<file path="config.mk">
export PLATFORM = sky130hd
export DESIGN_NAME = phy_port_control
export DESIGN_NICKNAME = d
export VERILOG_FILES = /design/src/inc/phy_port_pkg.sv /design/src/rtl/phy_port_control.sv
export SDC_FILE = /design/constraint.sdc
export NUM_CORES = 1
export LEC_CHECK = 0
export BUFFER_PORTS_ARGS = -buffer_cell sky130_fd_sc_hd__buf_2
export CAP_MARGIN = 10
export CORE_ASPECT_RATIO = 1.2
export CORE_UTILIZATION = 45
export CTS_BUF_LIST = sky130_fd_sc_hd__clkbuf_16
export CTS_CLUSTER_DIAMETER = 40
export CTS_CLUSTER_SIZE = 10
export DETAILED_ROUTE_END_ITERATION = 10
export PLACE_DENSITY = 0.66
export SKIP_CTS_REPAIR_TIMING = 1
export SYNTH_ARGS = -nofsm -noshare
export SYNTH_HDL_FRONTEND = slang
export SYNTH_SLANG_ARGS = --single-unit
</file>
<file path="constraint.sdc">
create_clock -name SYS_CLK -period 2.35 [get_ports SYS_CLK]
set_clock_uncertainty 0.2 [all_clocks]
set_input_delay 0.47 -clock SYS_CLK [delete_from_list [all_inputs] [get_ports SYS_CLK]]
set_output_delay 0.47 -clock SYS_CLK [all_outputs]
set_load 0.03 [all_outputs]
</file>
<file path="src/inc/phy_port_pkg.sv">
// Constants for the embedded PHY port control block
package phy_port_pkg;
  // Management register indices
  localparam logic [4:0] REG_CTRL = 5'h00;
  localparam logic [4:0] REG_STAT = 5'h01;
  localparam logic [4:0] REG_ID1 = 5'h02;
  localparam logic [4:0] REG_ID2 = 5'h03;
  localparam logic [4:0] REG_ADV = 5'h04;
  localparam logic [4:0] REG_LPA = 5'h05;
  localparam logic [4:0] REG_EXP = 5'h06;
  localparam logic [4:0] REG_MODE = 5'h11;
  localparam logic [4:0] REG_SPECIAL = 5'h1B;
  localparam logic [4:0] REG_ISRC = 5'h1D;
  localparam logic [4:0] REG_IMASK = 5'h1E;
  // Basic control bit positions
  localparam int CTRL_RESET = 15;
  localparam int CTRL_SPEED = 13;
  localparam int CTRL_AN = 12;
  localparam int CTRL_PWR_DOWN = 11;
  localparam int CTRL_DUPLEX = 8;
  localparam logic [15:0] CTRL_RESET_VAL = 16'h3100;
  localparam logic [15:0] ADV_RESET_VAL = 16'h01E1;
  // Status and mode bit positions
  localparam int STAT_AN_DONE = 5;
  localparam int STAT_LINK = 2;
  localparam int MODE_EDPD = 13;
  localparam int MODE_ENERGY = 1;
  localparam int SPC_OVERRIDE = 15;
  localparam int SPC_AUTO_EN = 14;
  localparam int SPC_STATE = 13;
  // Interrupt bit positions
  localparam int INT_ENERGY = 7;
  localparam int INT_AN_DONE = 6;
  localparam int INT_RFAULT = 5;
  localparam int INT_LINK_DOWN = 4;
  localparam int INT_LP_ACK = 3;
  localparam int INT_PD_FAULT = 2;
  localparam int INT_PAGE_RX = 1;
  localparam logic [15:0] INT_USED = 16'h00FE;
  localparam logic [15:0] UNMAPPED_VAL = 16'hFFFF;
  // Management frame fields
  localparam logic [1:0] OP_READ = 2'b10;
  localparam logic [1:0] OP_WRITE = 2'b01;
  localparam logic [2:0] FRAME_START = 3'b101;
  localparam logic [4:0] BIT_HDR_LAST = 5'd11;
  localparam logic [4:0] BIT_TA_LOW = 5'd12;
  localparam logic [4:0] BIT_LAST = 5'd29;
  // Timing
  localparam int CLK_MHZ = 25;
  localparam int PHY_RESET_US = 102;
  localparam int PHY_RESET_CYCLES = PHY_RESET_US * CLK_MHZ;
  localparam int RST_CNT_W = 12;
  typedef enum logic [1:0] {ED_ACTIVE = 2'b00, ED_SLEEP = 2'b01, ED_WAKE = 2'b11} ed_state_t;
endpackage

</file>
<file path="src/rtl/phy_port_control.sv">
// Control, management and MII path of one embedded 10/100 PHY port
`timescale 1ns/100ps
module phy_port_control #(
  parameter logic [4:0] PHY_ADDR = 5'h01,
  parameter logic [15:0] ID_HIGH = 16'h1234,
  parameter logic [15:0] ID_LOW = 16'h5670
) (
  // Clock and reset
  input wire logic SYS_CLK,
  input wire logic SYS_RST,
  // Straps and chip reset control
  input wire logic AUTO_MDIX_STRAP,
  input wire logic MANUAL_MDIX_STRAP,
  input wire logic RELOAD_CMD,
  input wire logic DIGITAL_RESET,
  input wire logic PORT_SOFT_RESET,
  output logic PORT_SOFT_RESET_BIT,
  // Management port
  input wire logic MDC,
  input wire logic MDIO_IN,
  output logic MDIO_OUT,
  output logic MDIO_OE_N,
  // Line side status
  input wire logic LINE_ENERGY,
  input wire logic LINK_UP,
  input wire logic AN_COMPLETE,
  input wire logic AN_SPEED_100,
  input wire logic AN_FULL_DUPLEX,
  input wire logic REMOTE_FAULT,
  input wire logic LP_ACK,
  input wire logic PD_FAULT,
  input wire logic PAGE_RX,
  input wire logic [15:0] LP_ABILITY,
  // Line side data
  input wire logic LINE_RX_DV,
  input wire logic [3:0] LINE_RXD,
  output logic LINE_TXEN,
  output logic [3:0] LINE_TXD,
  // MII toward the switch MAC
  input wire logic TXEN,
  input wire logic [3:0] TXD,
  output logic RX_DV,
  output logic [3:0] RXD,
  output logic CRS,
  output logic COL,
  output logic RX_CLK_RECOVERED,
  // Port status
  output logic SPEED_100,
  output logic FULL_DUPLEX,
  output logic MDIX_AUTO,
  output logic MDIX_CROSSED,
  output logic POWERED_DOWN,
  output logic PHY_IN_RESET,
  output logic PHY_EVENT
);
  import phy_port_pkg::*;

  logic [15:0] ctrl, adv, imask, flags, rd_data, sh, wdata;
  logic edpd, spc_override, spc_auto, spc_state, strap_auto, strap_manual, strap_load;
  logic [RST_CNT_W-1:0] rst_cnt, rst_age;
  logic soft_bit, pd_q, energy_q, link_q, evt_q;
  logic [4:1] lvl_q;
  ed_state_t ed_state;
  logic mdc_q, busy, rd_hit, wr_commit, isrc_read;
  logic [2:0] pre;
  logic [4:0] cnt;
  logic [11:0] hdr, hdr_next;
  logic [15:0] ev;
  logic reset_req, active, full;

  // Strap capture after hardware reset or reload only
  always_ff @(posedge SYS_CLK) begin
    if (SYS_RST) begin
      strap_load <= 1'b1;
    end else begin
      strap_load <= RELOAD_CMD;
    end
  end

  always_ff @(posedge SYS_CLK) begin
    if (SYS_RST) begin
      strap_auto <= 1'b0;
      strap_manual <= 1'b0;
    end else if (strap_load) begin
      strap_auto <= AUTO_MDIX_STRAP;
      strap_manual <= MANUAL_MDIX_STRAP;
    end
  end

  // Management frame receiver, sampled on MDC rising edges
  assign hdr_next = {hdr[10:0], MDIO_IN};
  assign wdata = {sh[14:0], MDIO_IN};
  assign wr_commit = busy && !mdc_q && MDC && cnt == BIT_LAST && hdr[11:10] == OP_WRITE && hdr[9:5] == PHY_ADDR;
  assign isrc_read = busy && !mdc_q && MDC && cnt == BIT_HDR_LAST && hdr_next[11:10] == OP_READ
    && hdr_next[9:5] == PHY_ADDR && hdr_next[4:0] == REG_ISRC;

  always_comb begin
    case (hdr_next[4:0])
      REG_CTRL: rd_data = ctrl;
      REG_STAT: rd_data = {10'h3E0, AN_COMPLETE, 2'h0, LINK_UP, 2'h1};
      REG_ID1: rd_data = ID_HIGH;
      REG_ID2: rd_data = ID_LOW;
      REG_ADV: rd_data = adv;
      REG_LPA: rd_data = LP_ABILITY;
      REG_EXP: rd_data = {11'h0, PD_FAULT, 3'h0, PAGE_RX};
      REG_MODE: rd_data = {2'h0, edpd, 11'h0, energy_q, 1'b0};
      REG_SPECIAL: rd_data = {spc_override, spc_auto, spc_state, 13'h0};
      REG_ISRC: rd_data = flags;
      REG_IMASK: rd_data = imask;
      default: rd_data = UNMAPPED_VAL;
    endcase
  end

  always_ff @(posedge SYS_CLK) begin
    if (SYS_RST) begin
      mdc_q <= 1'b0;
      busy <= 1'b0;
      pre <= 3'h0;
      cnt <= 5'h0;
      hdr <= 12'h0;
      sh <= 16'h0;
      rd_hit <= 1'b0;
      MDIO_OUT <= 1'b1;
      MDIO_OE_N <= 1'b1;
    end else begin
      mdc_q <= MDC;
      if (MDC && !mdc_q) begin
        if (!busy) begin
          pre <= {pre[1:0], MDIO_IN};
          if ({pre[1:0], MDIO_IN} == FRAME_START) begin
            busy <= 1'b1;
            cnt <= 5'h0;
          end
        end else begin
          cnt <= cnt + 5'h1;
          if (cnt <= BIT_HDR_LAST) begin
            hdr <= hdr_next;
          end
          if (cnt == BIT_HDR_LAST) begin
            rd_hit <= hdr_next[11:10] == OP_READ && hdr_next[9:5] == PHY_ADDR;
            sh <= rd_data;
          end else if (cnt == BIT_TA_LOW && rd_hit) begin
            MDIO_OUT <= 1'b0;
            MDIO_OE_N <= 1'b0;
          end else if (cnt > BIT_TA_LOW && cnt < BIT_LAST && rd_hit) begin
            MDIO_OUT <= sh[15];
            sh <= {sh[14:0], 1'b0};
          end else if (cnt > BIT_TA_LOW) begin
            sh <= wdata;
          end
          if (cnt == BIT_LAST) begin
            busy <= 1'b0;
            pre <= 3'h0;
            rd_hit <= 1'b0;
            MDIO_OUT <= 1'b1;
            MDIO_OE_N <= 1'b1;
          end
        end
      end
    end
  end

  // Writable registers; power-down never touches them, the end of a PHY reset clears only the control reset bit
  always_ff @(posedge SYS_CLK) begin
    if (SYS_RST) begin
      ctrl <= CTRL_RESET_VAL;
      adv <= ADV_RESET_VAL;
      imask <= 16'h0000;
      edpd <= 1'b0;
      spc_override <= 1'b0;
      spc_auto <= 1'b0;
      spc_state <= 1'b0;
    end else if (wr_commit) begin
      case (hdr[4:0])
        REG_CTRL: ctrl <= wdata;
        REG_ADV: adv <= wdata;
        REG_MODE: edpd <= wdata[MODE_EDPD];
        REG_SPECIAL: {spc_override, spc_auto, spc_state} <= wdata[SPC_OVERRIDE:SPC_STATE];
        REG_IMASK: imask <= wdata & INT_USED;
        default: ctrl <= ctrl;
      endcase
    end else if (rst_cnt == RST_CNT_W'(1)) begin
      ctrl[CTRL_RESET] <= 1'b0;
    end
  end

  // Energy-detect sleep state machine
  always_ff @(posedge SYS_CLK) begin
    if (SYS_RST) begin
      ed_state <= ED_ACTIVE;
    end else begin
      case (ed_state)
        ED_ACTIVE: if (edpd && !energy_q && rst_cnt == '0) ed_state <= ED_SLEEP;
        ED_SLEEP: if (energy_q || !edpd) ed_state <= ED_WAKE;
        ED_WAKE: if (rst_cnt == RST_CNT_W'(1)) ed_state <= ED_ACTIVE;
        default: ed_state <= ED_ACTIVE;
      endcase
    end
  end

  // PHY internal reset timer; chip digital reset has no path here
  assign reset_req = (wr_commit && hdr[4:0] == REG_CTRL && wdata[CTRL_RESET]) || PORT_SOFT_RESET
    || (pd_q && !ctrl[CTRL_PWR_DOWN]) || (ed_state == ED_SLEEP && (energy_q || !edpd));

  always_ff @(posedge SYS_CLK) begin
    if (SYS_RST) begin
      rst_cnt <= '0;
      soft_bit <= 1'b0;
      pd_q <= 1'b0;
    end else begin
      pd_q <= ctrl[CTRL_PWR_DOWN];
      if (reset_req) begin
        rst_cnt <= RST_CNT_W'(PHY_RESET_CYCLES);
      end else if (rst_cnt != '0) begin
        rst_cnt <= rst_cnt - RST_CNT_W'(1);
      end
      if (PORT_SOFT_RESET) begin
        soft_bit <= 1'b1;
      end else if (rst_cnt == RST_CNT_W'(1)) begin
        soft_bit <= 1'b0;
      end
    end
  end

  // Interrupt events; a new event wins over the read clear
  always_comb begin
    ev = 16'h0000;
    ev[INT_ENERGY] = ed_state == ED_SLEEP && energy_q;
    ev[INT_AN_DONE] = AN_COMPLETE && !lvl_q[4];
    ev[INT_RFAULT] = REMOTE_FAULT && !lvl_q[3];
    ev[INT_LINK_DOWN] = !LINK_UP && link_q;
    ev[INT_LP_ACK] = LP_ACK && !lvl_q[2];
    ev[INT_PD_FAULT] = PD_FAULT && !lvl_q[1];
    ev[INT_PAGE_RX] = PAGE_RX && !evt_q;
  end

  always_ff @(posedge SYS_CLK) begin
    if (SYS_RST) begin
      flags <= 16'h0000;
      lvl_q <= 4'h0;
      link_q <= 1'b0;
      evt_q <= 1'b0;
      energy_q <= 1'b0;
      PHY_EVENT <= 1'b0;
    end else begin
      lvl_q <= {AN_COMPLETE, REMOTE_FAULT, LP_ACK, PD_FAULT};
      link_q <= LINK_UP;
      evt_q <= PAGE_RX;
      energy_q <= LINE_ENERGY;
      flags <= (isrc_read ? 16'h0000 : flags) | ev;
      PHY_EVENT <= |(((isrc_read ? 16'h0000 : flags) | ev) & imask);
    end
  end

  // Operating mode, crossover and MII data path
  assign active = ed_state == ED_ACTIVE && !ctrl[CTRL_PWR_DOWN] && rst_cnt == '0;
  assign full = ctrl[CTRL_AN] ? AN_FULL_DUPLEX : ctrl[CTRL_DUPLEX];

  always_ff @(posedge SYS_CLK) begin
    if (SYS_RST) begin
      SPEED_100 <= 1'b0;
      FULL_DUPLEX <= 1'b0;
      MDIX_AUTO <= 1'b0;
      MDIX_CROSSED <= 1'b0;
      POWERED_DOWN <= 1'b0;
      PHY_IN_RESET <= 1'b0;
      PORT_SOFT_RESET_BIT <= 1'b0;
    end else begin
      SPEED_100 <= ctrl[CTRL_AN] ? AN_SPEED_100 : ctrl[CTRL_SPEED];
      FULL_DUPLEX <= full;
      MDIX_AUTO <= spc_override ? spc_auto : strap_auto;
      MDIX_CROSSED <= spc_override ? spc_state : (!strap_auto && strap_manual);
      POWERED_DOWN <= ctrl[CTRL_PWR_DOWN] || ed_state == ED_SLEEP;
      PHY_IN_RESET <= rst_cnt != '0;
      PORT_SOFT_RESET_BIT <= soft_bit;
    end
  end

  always_ff @(posedge SYS_CLK) begin
    if (SYS_RST) begin
      LINE_TXEN <= 1'b0;
      LINE_TXD <= 4'h0;
      RX_DV <= 1'b0;
      RXD <= 4'h0;
      CRS <= 1'b0;
      COL <= 1'b0;
      RX_CLK_RECOVERED <= 1'b0;
    end else begin
      LINE_TXEN <= TXEN && active;
      LINE_TXD <= active ? TXD : 4'h0;
      RX_DV <= LINE_RX_DV && active;
      RXD <= active ? LINE_RXD : 4'h0;
      CRS <= active && (LINE_RX_DV || (!full && TXEN));
      COL <= active && !full && LINE_RX_DV && TXEN;
      RX_CLK_RECOVERED <= active && energy_q;
    end
  end

  // Cycles since the last PHY reset request, held at the full reset length
  always_ff @(posedge SYS_CLK) begin
    if (SYS_RST) begin
      rst_age <= RST_CNT_W'(PHY_RESET_CYCLES);
    end else if (reset_req) begin
      rst_age <= '0;
    end else if (rst_age < RST_CNT_W'(PHY_RESET_CYCLES)) begin
      rst_age <= rst_age + RST_CNT_W'(1);
    end
  end
endmodule

</file>
## After elaboration in Yosys (flattened, before gate mapping)

Index checks and enable logic that the tools add are counted.

- Bits in registers: 146
- Input bits: 44

- Add/subtract/negate cells: 2
- Magnitude comparators: 3
- Equal/unequal tests: 32
- Muxes and demuxes: 36
- Bitwise gates (word level): 3
- Reduce and logical (&&, ||, !) cells: 86

Operators with widths:

| cell | number |
|---|---|
| case mux 16 bit (11 select lines) | 1 |
| 2-to-1 mux 16 bit | 6 |
| equality test 5 bit (second input constant) | 8 |
| logical AND 1 bit | 38 |
| 2-to-1 mux 12 bit | 2 |
| equality test 5 x 3 -> 1 bit (second input constant) | 4 |
| 2-to-1 mux 1 bit | 19 |
| bitwise AND 16 x 8 -> 16 bit | 1 |
| bitwise OR 16 x 8 -> 16 bit | 1 |
| AND reduction 2 bit | 8 |
| OR reduction 16 bit | 1 |
| equality test 5 x 1 -> 1 bit (second input constant) | 3 |
| equality test 12 x 1 -> 1 bit (second input constant) | 1 |
| logical NOT 1 bit | 12 |
| logical NOT 12 bit | 1 |
| AND reduction 4 bit | 3 |
| nonzero test 12 bit | 1 |
| nonzero test 2 bit | 6 |
| subtractor 12 x 1 -> 12 bit (second input constant) | 1 |
| equality test 5 x 2 -> 1 bit (second input constant) | 2 |
| equality test 5 x 4 -> 1 bit (second input constant) | 2 |
| logical NOT 5 bit | 2 |
| 2-to-1 mux 2 bit | 5 |
| 2-to-1 mux 5 bit | 2 |
| other kinds (16) | 32 |

## Longest topological paths before layout

Gate-level depths: netlist of run 1.

- Depth in word-level cells: 12
- Mapped depth: 9
- Mapped depth without buffers: 8

## Worst setup path after synthesis of run 1

Ideal clock, no wire load.

- Kind: reg-to-reg
- Start: reg rst_cnt[0]
- End: reg rst_cnt[11]
- Arrival time: 1.972 ns
- Required time: 2.007 ns
- Slack: 0.035 ns
- Cell stages (with the launch flop): 10
- Path buffers: 1
- Period minus slack after synthesis: 2.315 ns
- Path through: dfxtp_1 > inv_1 > ha_1 > nor3b_1 > and4b_1 > buf_2 > or4b_4 > nor4_2 > xnor2_1 > a21oi_1

- Cells in the longest elaborated chain, start to end: 3
- Elaborated cells between the ends (all ways): 5
- Classes of those cells: 1 x add/sub; 2 x mux; 2 x reduce/logical

Ends and longest elaborated chain:

| element | RTL line | source |
|---|---|---|
| from (decl) | phy_port_control.sv:60 | `logic [RST_CNT_W-1:0] rst_cnt, rst_age;` |
| from (signal assigned) | phy_port_control.sv:213 | `rst_cnt <= RST_CNT_W'(PHY_RESET_CYCLES);` |
| from (signal assigned) | phy_port_control.sv:215 | `rst_cnt <= rst_cnt - RST_CNT_W'(1);` |
| subtractor 12 x 1 -> 12 bit | phy_port_control.sv:215 |  |
| 2-to-1 mux 12 bit | phy_port_control.sv:214 | `end else if (rst_cnt != '0) begin` |
| 2-to-1 mux 12 bit | phy_port_control.sv:212 | `if (reset_req) begin` |

Parallel ways exist; a longest one is shown, timed or not. The select of a mux whose other input is x is not followed.
A chain may end at the register's enable or synchronous reset.

## Worst setup path after layout of run 1

- Start: reg cnt[1]
- End: reg adv[0]

- Cells in the longest elaborated chain, start to end: 5

Ends and longest elaborated chain:

| element | RTL line | source |
|---|---|---|
| from (decl) | phy_port_control.sv:66 | `logic [4:0] cnt;` |
| from (signal assigned) | phy_port_control.sv:135 | `cnt <= cnt + 5'h1;` |
| equality test 5 bit | phy_port_control.sv:93 | `assign wr_commit = busy && !mdc_q && MDC && cnt == BIT_LAST && hdr[11:10] == OP_WRITE && hdr[9:5] == PHY_ADDR;` |
| logical AND 1 bit (3 in a row) | phy_port_control.sv:93 |  |
| AND reduction 2 bit (no source line) | - |  |
| to (signal assigned) | phy_port_control.sv:176 | `REG_ADV: adv <= wdata;` |
| to (decl) | phy_port_control.sv:58 | `logic [15:0] ctrl, adv, imask, flags, rd_data, sh, wdata;` |

No other way between the ends.

==> results of run 1 <==
-- state kept, by name, summed over array words and instances (netlist names), 2 cells and up --
register  flops
ed_state      2
RXD           4
rst_cnt      12
adv          16
imask         7
cnt           5
hdr          12
pre           2
flags         7
ctrl         16
lvl_q         4
sh           16
LINE_TXD      4
-- Yosys cell counts, types with 3 or more instances --
cell	count
dfxtp_1	137
nor2_1	82
nand2_1	71
a21oi_1	53
mux2i_1	40
nor2b_1	29
clkbuf_1	19
buf_2	16
nor3_1	15
a22oi_1	14
inv_1	13
nand3_1	13
and2_1	11
a22o_1	9
and3_1	9
a222oi_1	7
nand4_1	7
a211o_1	6
a221oi_1	6
nand2b_1	6
nand3b_1	6
o21ai_0	6
xnor2_1	6
a21o_1	5
buf_1	5
ha_1	5
o221ai_1	5
xor2_1	5
a31oi_1	4
o41ai_1	4
or2_2	4
or3_1	4
a211oi_1	3
a221o_1	3
nor3b_1	3
nor4_2	3
o31ai_1	3
-- worst max-delay path: cells and delay by family, from the launching register on --
kind,cells,cell delay [ns]
simple gates,4,0.78
compound gates,1,0.30
flops,1,0.32
buf+inv,3,0.44
fa+ha+maj,1,0.16
-- cell type report --
class,instances,share of cell area (%)
clock buffer,17,5.60
clock inverter,15,1.76
inverter,14,0.691
multi-input combinational,488,42.1
sequential,137,36.1
tap,168,2.77
timing repair buffer,124,10.9
-- where the power goes --
group,switching (W),internal (W)
Combinational,0.000161,0.000130
Clock,0.000995,0.00154
Sequential,0.0000365,0.00237
-- metrics by stage --
step	power, W	instance area [um^2]	util, %	std cells	TNS (ns)
final	0.00523	7600	57.4	963	0
after global routing	0.00541	7600	57.4	963	-0.0971
after CTS	0.00525	7490	56.6	963	-0.766
after detailed placement	0.00273	6940	52.4	931	-2.52
after global placement	0.00272	6940	52.4	931	-1.55
after floorplan	0.00262	6110	-	682	0
-- final timing paths --
| check | to | slack (ns) | depth (start not counted) |
|---|---|---|---|
| hold reg to reg | ctrl[0] | 0.26 | 2 |
| hold / removal | strap_load | 0.04 | 2 |
| setup / recovery | adv[0] | 0.04 | 9 |
| setup reg to reg | adv[0] | 0.04 | 9 |
-- cell families (layout without fill, tap and decap cells) --
kind of cell	after synthesis	count (layout)
mux	41	41
simple gates	288	288
compound gates	143	143
flops	137	137
buf+inv	57	170
fa+ha+maj	5	5
xor+xnor	11	11
-- metal layers --
metal	routed length [um]	share of wire, %	track usage, %	vias up
met1	6570	40	28.0	2607
met4	543	3.3	12.2	0
met3	891	5.4	5.23	40
li1	-	-	-	2631
met2	8580	52	41.0	185
met5	0	0	0	-
==> out/metrics.csv, run 1 <==
metric,value,unit
GRT Overall Usage,23.9,%
unrepaired setup endpoints after global routing,true,
Mapped Nets,731,
share of the yosys chip area belonging to registers,44.9,%
fraction of final layout cells sized beyond drive strength 1,23.5,%
final setup fails,0,
Setup CP Type,reg -> reg,
count of flip-flops with a built-in enable after synthesis,0,
"commonest non-fill, non-tap cells in the layout","dfxtp_1 (135), nor2_1 (81), nand2_1 (71)",
final number of max-transition violations,0,
"Cell Area, Synth",0.00611,mm^2
relative slew slack,58.1,%
nature of the critical path endpoint,flip-flop,
maximum number of pins on one net before global-route repair,124,
clock latency of the later-clocked register in the worst-skew pair,0.42,ns
#FFs+latches synth,137,
final layout net count,831,
area share of xor/xnor cells in the synthesized design,1.58,%
TritonRoute pass-1 iters,5,
category of the worst setup path launch point,flip-flop,
Avg Inst Size Synth,8.95,um^2
cell type with the largest total area after synthesis,dfxtp_1,
routed wire length,16600,um
Die H,130,um
average via count per standard cell,5.67,
first-pass GRT wire length,25900,um
Placement Setup Slack,-0.169,ns
"leading cell type in the layout, fill and taps excluded",dfxtp_1,
area used by sequential logic in the layout,0.00275,mm^2
CP cell instances,buf_4 -> inv_1 -> ha_1 -> and4_4 -> nand4b_4 -> nor4_4 -> buf_6 -> nor2b_1 -> a211o_2,
transition time at the pin with the least slew margin,0.629,ns
max cap viols,0,
min-delay src,RELOAD_CMD,
area of the die,0.0140,mm^2
total half-perimeter wirelength after legalization and detailed placement,11600,um
worst hold slack after final layout,0.0382,ns
post-synthesis instance total,682,
Max Buffers Root-to-Sink,2,
VDD IR max,0.635,mV
area grow syn2layout,24.5,%
RR Startpoint,cnt[1],
first-iteration detailed-routing DRC count,500,
"Worst Setup Slack, final",0.0387,ns
number of antenna diodes,0,
number of nets still failing antenna checks after routing,0,
number of hold violations in the final report,0,
leakage power,3.18,nW
I/O pin count,67,
buffers added on ports,65,
initial antenna violation count,0,
Synth warnings,0,
total congestion overflow after global routing,0,
highest net fanout along the worst path,10,
Tmin final,2.31,ns
vias in the first global route,5324,
adder-cell share of the synthesized area,1.02,%
worst setup path startpoint,cnt[1],
Via Count,5463,
Worst path max stage delay,0.34,ns
CTS tree,built,
proportion of synthesized area in mux cells,6.74,%
dominant combinational cell family by area after synthesis,simple AND/OR/NAND/NOR gates,
number of distinct standard cells referenced by the synthesized netlist,72,
root buffer cell,clkbuf_16,
power density over the cells,688,mW/mm^2
arrival time of data at the critical path endpoint,2.42,ns
level count of the clock H-tree,4,
final weighted congestion of routability-driven global placement,0.880,
worst path required time,2.46,ns
area share of and/or/nand/nor cells after synthesis,25.2,%
run status,completed,
share of async-settable or async-resettable flops after synthesis,0,%
Synth Area in Compound Gates,16.3,%
total core area,0.0132,mm^2
Initial Utilization,46.1,%
most frequently used flop master after synthesis,dfxtp_1,
die width,108,um
post-CTS clock slew at the launch and capture registers of the worst setup and hold paths,0.06,ns
crit share post-route,98.4,%
CTS sink count,137,
total clock buffers created by CTS,17,
Routed wire per std cell,17.2,um
type of the worst min-delay path,in -> reg,
maximum operating frequency,433,MHz
proportion of netlist area held by the largest area contributor,44.9,%
area taken by multi-input logic gates,0.00320,mm^2
drt drc,0,
crit path max-delay cell type,nor4_4,
Area contributors post-synth,"dfxtp_1 (45%), mux2i_1 (6.6%), nor2_1 (5.0%)",
Fill cells,1208,
placement row count,46,
Note: power is estimated with default switching activity, not from simulation.
==> inputs of run 2 (changes only) <==
--- a/config.mk
+++ b/config.mk
@@ -5,7 +5,7 @@
 export SDC_FILE = /design/constraint.sdc
 export NUM_CORES = 1
 export LEC_CHECK = 0
-export BUFFER_PORTS_ARGS = -buffer_cell sky130_fd_sc_hd__buf_2
+export ABC_CLOCK_PERIOD_IN_PS = 2350
 export CAP_MARGIN = 10
 export CORE_ASPECT_RATIO = 1.2
 export CORE_UTILIZATION = 45
@@ -13,7 +13,7 @@
 export CTS_CLUSTER_DIAMETER = 40
 export CTS_CLUSTER_SIZE = 10
 export DETAILED_ROUTE_END_ITERATION = 10
-export PLACE_DENSITY = 0.66
+export DONT_BUFFER_PORTS = 1
 export SKIP_CTS_REPAIR_TIMING = 1
 export SYNTH_ARGS = -nofsm -noshare
 export SYNTH_HDL_FRONTEND = slang
==> out/metrics.csv, run 2 (same netlist as run 1, synthesis figures left out) <==
metric,value,unit
run status,"complete, but fails checks",
violated checks,hold timing,
type of the worst min-delay path,in -> reg,
CTS sink count,137,
CTS tree,built,
"Worst Setup Slack, final",0.0118,ns
area of the die,0.0140,mm^2
highest net fanout along the worst path,9,
placement row count,46,
first-pass GRT wire length,24800,um
final layout net count,805,
Placement Setup Slack,-0.118,ns
clock latency of the later-clocked register in the worst-skew pair,0.43,ns
total half-perimeter wirelength after legalization and detailed placement,10800,um
Max Buffers Root-to-Sink,2,
average via count per standard cell,5.69,
number of antenna diodes,0,
relative slew slack,57.7,%
Die H,130,um
maximum number of pins on one net before global-route repair,125,
post-CTS clock slew at the launch and capture registers of the worst setup and hold paths,0.06,ns
post-layout total power,0.00550,W
Via Count,5336,
buffers added on ports,0,
arrival time of data at the critical path endpoint,2.46,ns
I/O pin count,67,
CP cell instances,buf_4 -> inv_2 -> ha_2 -> and4_4 -> nand4b_4 -> nor4_4 -> buf_4 -> clkbuf_16 -> mux2i_1 -> nor2_1,
die width,108,um
first-iteration detailed-routing DRC count,373,
TritonRoute pass-1 iters,5,
power share of the sequential group,44.0,%
cell family with most CP delay,simple AND/OR/NAND/NOR gates,
max cap viols,0,
Initial Utilization,46.1,%
area grow syn2layout,27.5,%
nature of the critical path endpoint,flip-flop,
root buffer cell,clkbuf_16,
Tmin final,2.34,ns
Setup CP Type,reg -> reg,
cell area after layout,0.00779,mm^2
total congestion overflow after global routing,0,
drt drc,0,
crit path max-delay cell type,nor4_4,
Area after DPL,0.00655,mm^2
category of the worst setup path launch point,flip-flop,
final weighted congestion of routability-driven global placement,0.869,
number of hold violations in the final report,54,
leakage power,3.16,nW
crit share post-route,99.5,%
final number of max-transition violations,0,
worst path required time,2.47,ns
final design utilization,58.8,%
total clock buffers created by CTS,17,
vias in the first global route,4863,
Routed wire per std cell,17.9,um
Worst path max stage delay,0.38,ns
fraction of final layout cells sized beyond drive strength 1,17.7,%
unrepaired setup endpoints after global routing,true,
number of nets still failing antenna checks after routing,0,
Int Power,0.00428,W
initial antenna violation count,0,
power density over the cells,706,mW/mm^2
combinational cell fraction of total power,4.1,%
"Buf+Inv Stages, Crit Path",4,
sw frac,22.1,%
level count of the clock H-tree,4,
largest registers in the final layout,"adv: 16 flops, ctrl: 16 flops, sh: 16 flops",
"commonest non-fill, non-tap cells in the layout","dfxtp_1 (131), nor2_1 (81), nand2_1 (71)",
maximum operating frequency,428,MHz
Sw Pwr,0.00122,W
worst hold slack after final layout,-0.0950,ns
final setup fails,0,
routed wire length,16700,um
"leading cell type in the layout, fill and taps excluded",dfxtp_1,
clock group share of total power,51.8,%
total core area,0.0132,mm^2
transition time at the pin with the least slew margin,0.635,ns
GRT Overall Usage,23.2,%
crit-path most repeated cell,buf_4,
VDD IR max,0.515,mV
-- run 2: cell count changes in the layout (fill, tap and decap cells not counted), sizes merged, moves of 2 or more --
| cell | before | now |
|---|---|---|
| inv | 16 | 20 |
| buf | 124 | 60 |
| clkinv | 9 | 2 |
| dlygate4sd3 | 0 | 36 |
| bufinv | 2 | 4 |
| clkbuf | 17 | 19 |
-- run 2: layer usage --
layer	part of all wire, %	track usage [%]	vias up
met2	50	40.0	128
met5	0	0	-
li1	-	-	2594
met4	2.2	9.14	0
met3	4.9	5.63	31
met1	43	27.6	2583
-- run 2: stage by stage --
stage	TNS (ns)	std cells
2_1_floorplan	0	682
3_3_place_gp	-0.0127	858
5_1_grt	-1.23	937
6_report	0	937
4_1_cts	-0.944	890
3_5_place_dp	-0.950	858
-- run 2: area by class of cell --
type | count | area, um^2
Clock buffer | 17 | 425
Clock inverter | 15 | 200
Fill cell | 1170 | 5450
Inverter | 14 | 55.1
Multi-Input combinational cell | 488 | 3210
Sequential cell | 137 | 2750
Tap cell | 168 | 210
Timing Repair Buffer | 98 | 935
-- run 2: worst paths after layout --
kind / start / end / slack (ns) / depth (start not counted)
worst max register to register: cnt[1] / adv[14] / 0.01 / 10
worst min register to register: ctrl[7] / ctrl[7] / 0.25 / 2
worst min-delay path: SYS_RST / rst_cnt[7] / -0.1 / 1
worst max-delay path: cnt[1] / adv[14] / 0.01 / 10
-- run 2: worst reg2reg max path, cell delays in order, from the launching register on --
cell and delay [ns]:
dfxtp_1 0.32, buf_4 0.15, inv_2 0.05, ha_2 0.17
and4_4 0.25, nand4b_4 0.13, nor4_4 0.38, buf_4 0.20
clkbuf_16 0.16, mux2i_1 0.18, nor2_1 0.06
-- run 2: power by group through the flow --
stage / Combinational (W) / Clock (W) / Sequential, W
after floorplan: 0.000162 / 0 / 0.00246
after global routing: 0.000248 / 0.00298 / 0.00242
final: 0.000228 / 0.00285 / 0.00242
after CTS: 0.000172 / 0.00288 / 0.00241
after detailed placement: 0.000171 / 0 / 0.00247
after global placement: 0.000166 / 0 / 0.00246
